<file path="src/include/cal_cmd_pkg.sv">
package cal_cmd_pkg;

  localparam int NUM_IN = 4;
  localparam int MAG_W  = 24;
  localparam int SP_W   = MAG_W + 1;

  // command codes in the first data byte
  localparam logic [7:0] CMD_RANGE_SET  = 8'hA5;
  localparam logic [7:0] CMD_RANGE_SAVE = 8'h5A;
  localparam logic [7:0] CMD_ERR_SET    = 8'hA6;
  localparam logic [7:0] CMD_ERR_SAVE   = 8'h6A;

  localparam logic [7:0] SIGN_POS = 8'h00;
  localparam logic [7:0] SIGN_NEG = 8'h01;

  localparam logic [3:0]  FRAME_LEN   = 4'h6;
  localparam logic [17:0] PGN_RST     = 18'h0_FFA5;
  localparam int          OPT_MAX_BIT = 4;

  // capacity ceilings, per weight unit
  localparam logic [MAG_W-1:0] CAP_LIMIT_KG = 24'h00_C350;
  localparam logic [MAG_W-1:0] CAP_LIMIT_LB = 24'h01_AE97;
  localparam logic [MAG_W-1:0] CAP_RST      = CAP_LIMIT_KG;
  localparam logic [3:0]       UNIT_RST     = 4'h0;
  localparam logic [SP_W-1:0]  SP_MIN_RST   = 25'h000_0000;
  localparam logic [SP_W-1:0]  SP_MAX_RST   = {1'b0, CAP_RST};

  // register map, byte addresses
  localparam logic [7:0] ADDR_CTRL   = 8'h00;
  localparam logic [7:0] ADDR_PGN    = 8'h04;
  localparam logic [7:0] ADDR_STATUS = 8'h08;
  localparam logic [3:0] CAP_PAGE    = 4'h1;
  localparam logic [1:0] SP_PAGE     = 2'h1;

  localparam logic [1:0] RESP_OKAY   = 2'h0;
  localparam logic [1:0] RESP_SLVERR = 2'h2;

  typedef enum logic [2:0] {
    SEL_NONE = 3'b000,
    SEL_CTRL = 3'b001,
    SEL_PGN  = 3'b010,
    SEL_STAT = 3'b011,
    SEL_CAP  = 3'b100,
    SEL_SP   = 3'b101
  } reg_sel_t;

  typedef enum logic [1:0] {
    RES_NONE    = 2'b00,
    RES_APPLIED = 2'b01,
    RES_BOUNDS  = 2'b10,
    RES_IGNORED = 2'b11
  } cmd_res_t;

  typedef struct packed {
    logic [17:0]     pgn;
    logic [3:0]      len;
    logic [5:0][7:0] data;
  } can_frame_t;

  typedef logic [NUM_IN*4-1:0][SP_W-1:0] sp_image_t;

endpackage

</file>
<file path="src/core/cal_cmd_core.sv">
module cal_cmd_core
  import cal_cmd_pkg::*;
(
  input  wire logic                   aclk,
  input  wire logic                   aresetn,
  input  wire logic [7:0]             s_axi_awaddr,
  input  wire logic                   s_axi_awvalid,
  output wire logic                   s_axi_awready,
  input  wire logic [31:0]            s_axi_wdata,
  input  wire logic [3:0]             s_axi_wstrb,
  input  wire logic                   s_axi_wvalid,
  output wire logic                   s_axi_wready,
  output logic      [1:0]             s_axi_bresp,
  output logic                        s_axi_bvalid,
  input  wire logic                   s_axi_bready,
  input  wire logic [7:0]             s_axi_araddr,
  input  wire logic                   s_axi_arvalid,
  output wire logic                   s_axi_arready,
  output logic      [31:0]            s_axi_rdata,
  output logic      [1:0]             s_axi_rresp,
  output logic                        s_axi_rvalid,
  input  wire logic                   s_axi_rready,
  input  wire logic                   frame_valid,
  input  wire cal_cmd_pkg::can_frame_t frame,
  output wire logic                   frame_ready,
  output logic                        save_req,
  output logic                        save_error_set,
  input  wire logic                   save_ack,
  output cal_cmd_pkg::sp_image_t      sp_image
);

  function automatic reg_sel_t reg_decode(input logic [7:0] a);
    reg_sel_t s;
    s = SEL_NONE;
    if (a == ADDR_CTRL) begin
      s = SEL_CTRL;
    end else if (a == ADDR_PGN) begin
      s = SEL_PGN;
    end else if (a == ADDR_STATUS) begin
      s = SEL_STAT;
    end else if (a[7:4] == CAP_PAGE && a[1:0] == 2'b00) begin
      s = SEL_CAP;
    end else if (a[7:6] == SP_PAGE && a[1:0] == 2'b00) begin
      s = SEL_SP;
    end
    return s;
  endfunction

  function automatic logic [31:0] strb_merge(input logic [31:0] old,
                                             input logic [31:0] wd,
                                             input logic [3:0]  st);
    logic [31:0] r;
    r = old;
    for (int b = 0; b < 4; b++) begin
      if (st[b]) begin
        r[b*8 +: 8] = wd[b*8 +: 8];
      end
    end
    return r;
  endfunction

  function automatic logic [3:0] sp_idx(input logic [1:0] inp,
                                        input logic       err,
                                        input logic       hi);
    return {inp, err, hi};
  endfunction

  function automatic logic fits(input logic signed [SP_W-1:0] v,
                                input logic signed [SP_W-1:0] lo,
                                input logic signed [SP_W-1:0] hi);
    return (v >= lo) && (v <= hi);
  endfunction

  // software state
  logic [3:0]             unit_lbs_r;
  logic [17:0]            pgn_r;
  logic [NUM_IN-1:0][MAG_W-1:0] cap_r;
  sp_image_t              sp_r;
  logic [7:0]             acc_cnt_r;
  logic [7:0]             rej_cnt_r;
  cmd_res_t               last_res_r;

  // frame decode
  wire logic [7:0]       code     = frame.data[5];
  wire logic [7:0]       opt      = frame.data[4];
  wire logic [7:0]       sign     = frame.data[3];
  wire logic [MAG_W-1:0] mag      = {frame.data[2], frame.data[1],
                                     frame.data[0]};
  wire logic             for_us   = frame_valid
                                    && frame.pgn == pgn_r;
  wire logic             len_ok   = frame.len == FRAME_LEN;
  wire logic             is_rset  = code == CMD_RANGE_SET;
  wire logic             is_eset  = code == CMD_ERR_SET;
  wire logic             is_rsave = code == CMD_RANGE_SAVE;
  wire logic             is_esave = code == CMD_ERR_SAVE;
  wire logic             set_hit  = for_us && len_ok && (is_rset || is_eset);
  // bytes after a save code are never looked at
  wire logic             save_hit = for_us && len_ok
                                    && (is_rsave || is_esave);
  wire logic             sign_ok  = sign == SIGN_POS || sign == SIGN_NEG;
  wire logic             sel_max  = opt[OPT_MAX_BIT];
  wire logic [3:0]       in_mask  = opt[3:0];
  wire logic [SP_W-1:0]  mag_ext  = {1'b0, mag};
  wire logic [SP_W-1:0]  value_c  = (sign == SIGN_NEG) ? -mag_ext
                                                       : mag_ext;

  logic [NUM_IN-1:0] fit_c;
  logic [NUM_IN-1:0] upd_c;

  always_comb begin
    logic signed [SP_W-1:0] cap_s;
    logic signed [SP_W-1:0] lo;
    logic signed [SP_W-1:0] hi;
    cap_s = '0;
    lo    = '0;
    hi    = '0;
    for (int i = 0; i < NUM_IN; i++) begin
      cap_s = {1'b0, cap_r[i]};
      // each bound of the pair is capped by capacity and the other one
      if (sel_max) begin
        lo = sp_r[sp_idx(2'(i), is_eset, 1'b0)];
        hi = cap_s;
      end else begin
        lo = -cap_s;
        hi = sp_r[sp_idx(2'(i), is_eset, 1'b1)];
      end
      fit_c[i] = fits(value_c, lo, hi);
      upd_c[i] = set_hit && sign_ok && in_mask[i] && fit_c[i];
    end
  end

  wire logic set_clean = sign_ok && (in_mask != 4'h0)
                         && ((fit_c | ~in_mask) == 4'hF);

  always_ff @(posedge aclk) begin
    if (!aresetn) begin
      for (int i = 0; i < NUM_IN; i++) begin
        sp_r[sp_idx(2'(i), 1'b0, 1'b0)] <= SP_MIN_RST;
        sp_r[sp_idx(2'(i), 1'b0, 1'b1)] <= SP_MAX_RST;
        sp_r[sp_idx(2'(i), 1'b1, 1'b0)] <= SP_MIN_RST;
        sp_r[sp_idx(2'(i), 1'b1, 1'b1)] <= SP_MAX_RST;
      end
    end else begin
      for (int i = 0; i < NUM_IN; i++) begin
        if (upd_c[i]) begin
          sp_r[sp_idx(2'(i), is_eset, sel_max)] <= value_c;
        end
      end
    end
  end

  // a new save that lands on the acknowledge cycle keeps the request up
  always_ff @(posedge aclk) begin
    if (!aresetn) begin
      save_req       <= 1'b0;
      save_error_set <= 1'b0;
    end else begin
      save_req <= save_hit || (save_req && !save_ack);
      if (save_hit) begin
        save_error_set <= is_esave;
      end
    end
  end

  always_ff @(posedge aclk) begin
    if (!aresetn) begin
      acc_cnt_r  <= 8'h00;
      rej_cnt_r  <= 8'h00;
      last_res_r <= RES_NONE;
    end else if (save_hit || (set_hit && set_clean)) begin
      acc_cnt_r  <= acc_cnt_r + 8'h01;
      last_res_r <= RES_APPLIED;
    end else if (set_hit && sign_ok) begin
      rej_cnt_r  <= rej_cnt_r + 8'h01;
      last_res_r <= RES_BOUNDS;
    end else if (for_us) begin
      rej_cnt_r  <= rej_cnt_r + 8'h01;
      last_res_r <= RES_IGNORED;
    end
  end

  // every frame is decided in the cycle it is offered
  assign frame_ready = 1'b1;
  assign sp_image    = sp_r;

  // write channel: address and data are held separately until both exist
  logic        aw_held_r;
  logic        w_held_r;
  logic [7:0]  awaddr_r;
  logic [31:0] wdata_r;
  logic [3:0]  wstrb_r;

  assign s_axi_awready = !aw_held_r && !s_axi_bvalid;
  assign s_axi_wready  = !w_held_r && !s_axi_bvalid;

  wire logic        aw_hs   = s_axi_awvalid && s_axi_awready;
  wire logic        w_hs    = s_axi_wvalid && s_axi_wready;
  wire logic        do_wr   = (aw_held_r || aw_hs) && (w_held_r || w_hs);
  wire logic [7:0]  wr_addr = aw_held_r ? awaddr_r : s_axi_awaddr;
  wire logic [31:0] wr_data = w_held_r ? wdata_r : s_axi_wdata;
  wire logic [3:0]  wr_strb = w_held_r ? wstrb_r : s_axi_wstrb;
  wire reg_sel_t    wr_sel  = reg_decode(wr_addr);
  wire logic [1:0]  wr_cap  = wr_addr[3:2];
  wire logic [31:0] cap_new = strb_merge({8'h00, cap_r[wr_cap]},
                                         wr_data, wr_strb);
  wire logic [31:0] ctrl_new = strb_merge({28'h000_0000, unit_lbs_r},
                                          wr_data, wr_strb);
  wire logic [31:0] pgn_new  = strb_merge({14'h0000, pgn_r}, wr_data,
                                          wr_strb);
  wire logic [MAG_W-1:0] cap_lim = unit_lbs_r[wr_cap]
                                   ? CAP_LIMIT_LB : CAP_LIMIT_KG;
  // upper byte set would mean negative or oversize
  wire logic        cap_ok  = cap_new[31:24] == 8'h00
                              && cap_new[23:0] <= cap_lim;
  wire logic        wr_ok   = wr_sel == SEL_CTRL || wr_sel == SEL_PGN
                              || (wr_sel == SEL_CAP && cap_ok);

  always_ff @(posedge aclk) begin
    if (!aresetn) begin
      aw_held_r <= 1'b0;
      w_held_r  <= 1'b0;
      awaddr_r  <= 8'h00;
      wdata_r   <= 32'h0000_0000;
      wstrb_r   <= 4'h0;
    end else begin
      aw_held_r <= !do_wr && (aw_held_r || aw_hs);
      w_held_r  <= !do_wr && (w_held_r || w_hs);
      if (aw_hs) begin
        awaddr_r <= s_axi_awaddr;
      end
      if (w_hs) begin
        wdata_r <= s_axi_wdata;
        wstrb_r <= s_axi_wstrb;
      end
    end
  end

  always_ff @(posedge aclk) begin
    if (!aresetn) begin
      s_axi_bvalid <= 1'b0;
      s_axi_bresp  <= RESP_OKAY;
    end else if (do_wr) begin
      s_axi_bvalid <= 1'b1;
      s_axi_bresp  <= wr_ok ? RESP_OKAY : RESP_SLVERR;
    end else if (s_axi_bready) begin
      s_axi_bvalid <= 1'b0;
    end
  end

  always_ff @(posedge aclk) begin
    if (!aresetn) begin
      unit_lbs_r <= UNIT_RST;
      pgn_r      <= PGN_RST;
      cap_r      <= {NUM_IN{CAP_RST}};
    end else if (do_wr) begin
      if (wr_sel == SEL_CTRL) begin
        unit_lbs_r <= ctrl_new[3:0];
      end
      if (wr_sel == SEL_PGN) begin
        pgn_r <= pgn_new[17:0];
      end
      if (wr_sel == SEL_CAP && cap_ok) begin
        cap_r[wr_cap] <= cap_new[23:0];
      end
    end
  end

  // read channel: one word in flight, answered the cycle after address
  wire reg_sel_t   rd_sel = reg_decode(s_axi_araddr);
  wire logic [3:0] rd_sp  = s_axi_araddr[5:2];
  wire logic [1:0] rd_cap = s_axi_araddr[3:2];
  logic [31:0]     rd_word_c;

  assign s_axi_arready = !s_axi_rvalid;

  always_comb begin
    rd_word_c = 32'h0000_0000;
    unique case (rd_sel)
      SEL_CTRL: rd_word_c = {28'h000_0000, unit_lbs_r};
      SEL_PGN:  rd_word_c = {14'h0000, pgn_r};
      SEL_STAT: rd_word_c = {12'h000, last_res_r, save_error_set,
                             save_req, rej_cnt_r, acc_cnt_r};
      SEL_CAP:  rd_word_c = {8'h00, cap_r[rd_cap]};
      SEL_SP:   rd_word_c = {{7{sp_r[rd_sp][SP_W-1]}}, sp_r[rd_sp]};
      SEL_NONE: rd_word_c = 32'h0000_0000;
      default:  rd_word_c = 32'h0000_0000;
    endcase
  end

  always_ff @(posedge aclk) begin
    if (!aresetn) begin
      s_axi_rvalid <= 1'b0;
      s_axi_rdata  <= 32'h0000_0000;
      s_axi_rresp  <= RESP_OKAY;
    end else if (s_axi_arvalid && s_axi_arready) begin
      s_axi_rvalid <= 1'b1;
      s_axi_rdata  <= rd_word_c;
      s_axi_rresp  <= (rd_sel == SEL_NONE) ? RESP_SLVERR : RESP_OKAY;
    end else if (s_axi_rready) begin
      s_axi_rvalid <= 1'b0;
    end
  end

endmodule

</file>
<file path="config.mk">
export PLATFORM = sky130hd
export DESIGN_NAME = cal_cmd_core
export DESIGN_NICKNAME = d
export VERILOG_FILES = /design/src/include/cal_cmd_pkg.sv /design/src/core/cal_cmd_core.sv
export SDC_FILE = /design/constraint.sdc
export NUM_CORES = 2
export LEC_CHECK = 0
export BUFFER_PORTS_ARGS = -buffer_cell sky130_fd_sc_hd__buf_2
export CAP_MARGIN = 5
export CELL_PAD_IN_SITES_DETAIL_PLACEMENT = 0
export CELL_PAD_IN_SITES_GLOBAL_PLACEMENT = 1
export CORE_UTILIZATION = 44
export CTS_CLUSTER_DIAMETER = 30
export DETAILED_ROUTE_END_ITERATION = 6
export PLACE_DENSITY = 0.81
export SYNTH_ARGS = -nofsm -noshare
export SYNTH_HDL_FRONTEND = slang
export SYNTH_SLANG_ARGS = --single-unit
</file>
<file path="constraint.sdc">
create_clock -name aclk -period 8 [get_ports aclk]
set_input_delay 1.2 -clock aclk [delete_from_list [all_inputs] [get_ports aclk]]
set_output_delay 1.2 -clock aclk [all_outputs]
set_load 0.005 [all_outputs]
</file>
Word-level counts from Yosys, hierarchy flattened
Cells that the tools add are included.
{"block": "word_totals", "reg_bits": 622, "in_bits": 131, "out_inout_bits": 444, "word_cells": 263}
{"block": "op_classes", "n_addsub": 7, "magnitude_cmp": 29, "eq_ne": 24, "muxes": 85, "n_bitwise": 4, "reduce_logical": 74}
{"cell": "400-bit 2-to-1 mux", "n": 7}
{"cell": "400-bit bitwise mux", "n": 4}
{"cell": "25-bit 2-to-1 mux", "n": 30}
{"cell": "25-bit demux with 2-bit select", "n": 4}
{"cell": "32-bit one-hot mux with 5 select lines", "n": 1}
{"cell": "24-bit negation with 25-bit output", "n": 5}
{"cell": "25-bit binary-select mux with 4-bit select", "n": 1}
{"cell": "25-bit greater-or-equal comparator", "n": 4}
{"cell": "25-bit <= comparator", "n": 4}
{"cell": "24-bit binary-select mux with 2-bit select", "n": 2}
{"cell": "96-bit bitwise mux", "n": 1}
{"cell": "24-bit 2-to-1 mux", "n": 3}
{"cell": "8-bit 2-to-1 mux", "n": 7}
{"cell": "24-bit demux with 2-bit select", "n": 1}
{"cell": "1-bit logical AND", "n": 40}
{"cell": "4-bit by 5-bit less-than comparator with 1-bit output (second input constant)", "n": 7}
{"cell": "8-bit zero test", "n": 4}
{"cell": "32-bit 2-to-1 mux", "n": 1}
{"cell": "3-bit 2-to-1 mux", "n": 10}
{"cell": "24-bit by 17-bit <= comparator with 1-bit output", "n": 1}
{"cell": "18-bit == test", "n": 1}
{"cell": "17-bit 2-to-1 mux", "n": 1}
{"cell": "8-bit by 1-bit adder with 8-bit output (second input constant)", "n": 2}
{"cell": "8-bit by 3-bit == test with 1-bit output (second input constant)", "n": 2}
{"cell": "34 further kinds", "n": 80}

Logic depth before layout (Yosys ltp)
{"block": "logic_depth", "depth_word": 17, "depth_mapped": 25, "ltp_nobuf": 20}

Worst setup path before layout
No wires, ideal clock.
{"block": "synth_timing", "path_kind": "input to register", "from": "input port frame[36] (netlist name)", "to": "register sp_r (netlist bit sp_image[379])", "setup_ns": 0.129, "t_arrival_ns": 6.371, "required_ns": 7.871, "slack_ns": 1.500, "path_stages": 22, "n_path_buf": 9, "path_cell_list": "clkbuf_1 > clkbuf_1 > clkbuf_1 > clkbuf_1 > clkbuf_1 > buf_1 > clkbuf_1 > clkbuf_1 > nand3_1 > o21ai_0 > ha_1 > nand4_1 > or4_1 > a31o_1 > a211oi_1 > a31oi_1 > a22oi_1 > nand2_1 > nor2_1 > buf_2 > mux2i_1 > nand2_1"}
{"block": "synth_via", "elab_chain_cells": 14, "word_cells_on_any_way": 39, "classes_between": "10 x order compare; 20 x mux; 9 x reduce/logical"}
{"element": "start: declaration", "line": "cal_cmd_core.sv:24", "rtl": "input wire cal_cmd_pkg::can_frame_t frame,"}
{"element": "25-bit 2-to-1 mux", "line": "cal_cmd_core.sv:120", "rtl": "if (sel_max) begin"}
{"element": "25-bit greater-or-equal comparator / 25-bit <= comparator (equally long branches)", "line": "cal_cmd_core.sv:71", "rtl": "return (v >= lo) && (v <= hi);"}
{"element": "1-bit logical AND", "line": "cal_cmd_core.sv:71"}
{"element": "1-bit logical AND", "line": "cal_cmd_core.sv:128", "rtl": "upd_c[i] = set_hit && sign_ok && in_mask[i] && fit_c[i];"}
{"element": "400-bit 2-to-1 mux", "line": "cal_cmd_core.sv:145", "rtl": "if (upd_c[i]) begin"}
{"element": "400-bit 2-to-1 mux", "line": "cal_cmd_core.sv:136", "rtl": "if (!aresetn) begin"}
{"element": "400-bit bitwise mux", "line": "cal_cmd_core.sv:146", "rtl": "sp_r[sp_idx(2'(i), is_eset, sel_max)] <= value_c;"}
{"element": "400-bit 2-to-1 mux", "line": "cal_cmd_core.sv:145"}
{"element": "400-bit 2-to-1 mux", "line": "cal_cmd_core.sv:136"}
{"element": "400-bit bitwise mux", "line": "cal_cmd_core.sv:146"}
{"element": "400-bit 2-to-1 mux", "line": "cal_cmd_core.sv:145"}
{"element": "400-bit 2-to-1 mux", "line": "cal_cmd_core.sv:136"}
{"element": "400-bit bitwise mux", "line": "cal_cmd_core.sv:146"}
{"element": "400-bit 2-to-1 mux (*)", "line": "cal_cmd_core.sv:145"}
{"element": "end signal: indexed assignment", "line": "cal_cmd_core.sv:146"}
{"element": "end: declaration", "line": "cal_cmd_core.sv:78", "rtl": "sp_image_t sp_r;"}
Every way passes the cells marked *; elsewhere a longest branch is shown, timed or not. The select of a mux whose other input is x is not followed.
A chain may end at the register's enable or synchronous reset.

Final worst setup path
{"block": "layout_timing", "from": "input port frame[27] (netlist name)", "to": "register rej_cnt_r[7]"}
{"block": "layout_via", "elab_chain_cells": 11, "word_cells_on_any_way": 27, "classes_between": "8 x order compare; 2 x eq/ne; 2 x mux; 2 x bitwise; 13 x reduce/logical"}
{"element": "8-bit by 1-bit == test with 1-bit output", "line": "cal_cmd_core.sv:100, cal_cmd_core.sv:104"}
{"element": "25-bit 2-to-1 mux", "line": "cal_cmd_core.sv:104", "rtl": "wire logic [SP_W-1:0] value_c = (sign == SIGN_NEG) ? -mag_ext"}
{"element": "25-bit greater-or-equal comparator / 25-bit <= comparator (equally long branches)", "line": "cal_cmd_core.sv:71"}
{"element": "1-bit logical AND", "line": "cal_cmd_core.sv:71"}
{"element": "4-bit bitwise OR", "line": "cal_cmd_core.sv:133", "rtl": "&& ((fit_c | ~in_mask) == 4'hF);"}
{"element": "4-bit == test", "line": "cal_cmd_core.sv:133"}
{"element": "1-bit logical AND", "line": "cal_cmd_core.sv:133"}
{"element": "1-bit logical AND", "line": "cal_cmd_core.sv:170", "rtl": "end else if (save_hit || (set_hit && set_clean)) begin"}
{"element": "1-bit logical OR", "line": "cal_cmd_core.sv:170"}
{"element": "1-bit NOT (no line)"}
{"element": "2-bit AND reduction (no line)"}
{"element": "end signal: assignment", "line": "cal_cmd_core.sv:174", "rtl": "rej_cnt_r <= rej_cnt_r + 8'h01;"}
{"element": "end signal: assignment", "line": "cal_cmd_core.sv:177", "rtl": "rej_cnt_r <= rej_cnt_r + 8'h01;"}
{"element": "end: declaration", "line": "cal_cmd_core.sv:80", "rtl": "logic [7:0] rej_cnt_r;"}
Parallel ways exist; a longest one is shown, timed or not.

==> metrics.yaml <==
outcome:
  outcome: "finished, violations left"
  violations: "DRC"
floorplan:
  core_um2: 85550
  row_count: 107
  die_x_um: 296.8
  io_pins: 575
  die_area_um2: 88060
  initial_core_util: 0.4469
  die_h_um: 296.8
sta:
  max-slew-margin-rel: 0.1581
  hold_viol: 0
  period_share: 0.8031
  period_needed_ns: 6.425
  drv_slew: 0
  rsz0062_at_grt: "no"
  max_clock_freq_mhz: 155.6
  final-setup-viol-count: 0
  fin_skew_ns: 0.03649
  fin_setup_tns_ns: 0
  worstMarginPinSlew_ns: 1.262
routing:
  via_per_inst: 6.265
  num_vias: 38910
  drt_iter0_drc: 4483
  wl_um: 178100
  firstDrtPassIters: 7
  ant_nets: 0
  drt-wirelength-per-cell_um: 28.67
  drc: 1
setup_path:
  crit_slowest_cell: "xor2_2"
  required_ns: 8.67
  worst_setup_path_start_kind: "primary input"
  path_delay_family: "compound AO/OA/AOI/OAI gates"
  path_cells: "buf_2, nor2_1, nand3_1, nor2_1, xor2_2, ha_1, o21ai_0, a21oi_1, o41ai_1, a211oi_1, a211oi_1, a211o_1, o311ai_0, buf_4, a31oi_1, buf_4, o21ai_1, a21boi_4, and4_1, mux2i_1"
  critical_path_class: "primary input to flop"
  path_max_fanout: 26
  crit_path_end_kind: "flop"
  crit_buf_inv: 3
  slowest_delay_ns: 0.84
  cp_data_arrival_time_ns: 7.10
placement:
  dp.final_hpwl_um: 131200
  io_buffers: 568
  place_congestion: 1.066
  dpl_cell_area_um2: 42650
final_layout:
  synthToLayoutAreaGrowth_pct: 25.15
  layout.nets: 5265
  drive_above_1_share: 0.2321
  layout_commonest_cell: "nand2_1"
  final_cell_mix: "670 x nand2_1, 613 x dfxtp_1, 564 x buf_2"
  final_area_um2: 47840
  n_fill_cell: 7893
logic_synthesis:
  avgSynthCellArea_um2: 8.591
  ys_warn_count: 0
  synth_ff_type: "dfxtp_1"
  synth-seq-cells: 613
  syn-cell-area_um2: 38230
  synth_seq_area_share: 0.3210
  synth_cells: 4450
  async_flop_share: 0
  synth.distinct_cells: 89
  synth-edff-count: 0
global_routing:
  grt_pass1_wl_um: 253800
  gr-total-overflow: 0
  antenna_found_initial: 21
  first_global_vias: 36060
  grt_max_degree: 156
  grt_usage: 0.3898
cts:
  clkLatencyLatePin_ns: 0.77
  cts_resized: 0
  cts_setup_buffers: 0
  cts_buffers: 149
  cts_max_level: 4
  clk_path_buf_depth: 3
  cts_tree: "yes"
  clock_sinks: 613
  cts_hold_buf: 0
  cts-root-buf: "clkbuf_16"
  clk_pin_slew_worst_paths_ns: 0.05
power_and_ir_drop:
  seqPwrFrac: 0.305
  intPower_mw: 7.570
  clkPwrFrac: 0.605
  power_switching_mw: 2.649
  power_switching_share: 0.2592
  ir_drop_mv: 0.2163
  power.leakage_nw: 19.85
  p_per_area_nw_per_um2: 213.6
  combPwrFrac: 0.090
flow_run:
  cap_violations: 0
min_path:
  hp-class: "flop to flop"
## cells in the mapped netlist, types with 70 or more instances
library cell  count  area share
nand3_1          90       0.012
clkbuf_1        261       0.026
o21ai_0         115       0.015
xnor2_1          99       0.023
a21oi_1         343       0.045
dfxtp_1         613        0.32
mux2i_1         500        0.13
nand2_1         671       0.066
nor2_1          543       0.053
nor3_1           70      0.0092
mux4_2          149       0.088
ha_1            194       0.063
## power groups by stage
| stage | logic [mW] | clock network [mW] | registers, mW |
|---|---|---|---|
| finish | 0.921 | 6.19 | 3.11 |
| CTS | 0.891 | 6.22 | 3.11 |
| global placement | 0.879 | 0 | 3.17 |
| detailed placement | 0.886 | 0 | 3.17 |
| global route | 0.976 | 6.38 | 3.11 |
| floorplan | 0.542 | 0 | 3.16 |
## kinds of logic (layout without fill, tap and decap cells)
kind of cell | count (synthesis) | after routing | share of synthesized area
mux | 659 | 659 | 0.2216
simple gates | 1669 | 1669 | 0.1941
buf+inv | 388 | 995 | 0.04242
xor+xnor | 135 | 135 | 0.03093
flops | 613 | 613 | 0.3210
compound gates | 783 | 783 | 0.1244
fa+ha+maj | 201 | 201 | 0.06536
other cells | 2 | 11 | 0.0001965
## worst min-delay path: cells and delay by family, from the launching register on
family / cells / cell delay, ns
and+or+nand+nor: 1 / 0.05
DFF: 1 / 0.30
AOI/OAI and AO/OA: 1 / 0.05
## worst paths after layout
check	startpoint	endpoint	slack, ns	cells after the start
worst max-delay path	frame[27]	rej_cnt_r[7]	1.58	20
worst min-delay path	wdata_r[25]	wdata_r[25]	0.45	2
worst max register to register	cap_r[51]	rej_cnt_r[7]	1.88	21
worst min register to register	wdata_r[25]	wdata_r[25]	0.45	2
## area by class of cell
class	instances	area (um^2)	area share
inverters	31	123.9	0.002589
repair buffers	695	4136	0.08646
clock inverters	79	991.0	0.02071
diodes	8	20.02	0.0004185
clock buffers	190	4177	0.08730
multi-input cells	3450	24690	0.5161
flip-flops and latches	613	12270	0.2565
well taps	1144	1431	0.02992
## through the flow
step                instances  setup slack [ns]  hold WS [ns]  utilization  total power [mW]
detailed placement       5933             1.082        0.4420       0.4986             4.053
global route             6206             1.399        0.4632       0.5591             10.47
finish                   6210             1.575        0.4472       0.5592             10.22
CTS                      6202             1.846        0.4477       0.5590             10.22
global placement         5933             1.068        0.4378       0.4986             4.045
floorplan                4451             1.500        0.4308            -             3.701
## metal layers
layer  GRT usage  up-vias  part of all wire
li1            -    17010                 -
met1      0.4895    18860              0.38
met2      0.5744     2492              0.43
met3      0.1261      516              0.13
met4      0.2475       20             0.068
met5           0        -           0.00084
## state kept, by name, indices dropped and copies added, names as in the netlist
register        cells
acc_cnt_r           8
aw_held_r           1
awaddr_r            8
cap_r              96
last_res_r          2
pgn_r              18
rej_cnt_r           8
s_axi_bresp         1
s_axi_bvalid        1
s_axi_rdata        25
s_axi_rresp         1
s_axi_rvalid        1
save_error_set      1
save_req            1
sp_image          400
unit_lbs_r          4
w_held_r            1
wdata_r            32
wstrb_r             4
Note: power is estimated with default switching activity, not from simulation.
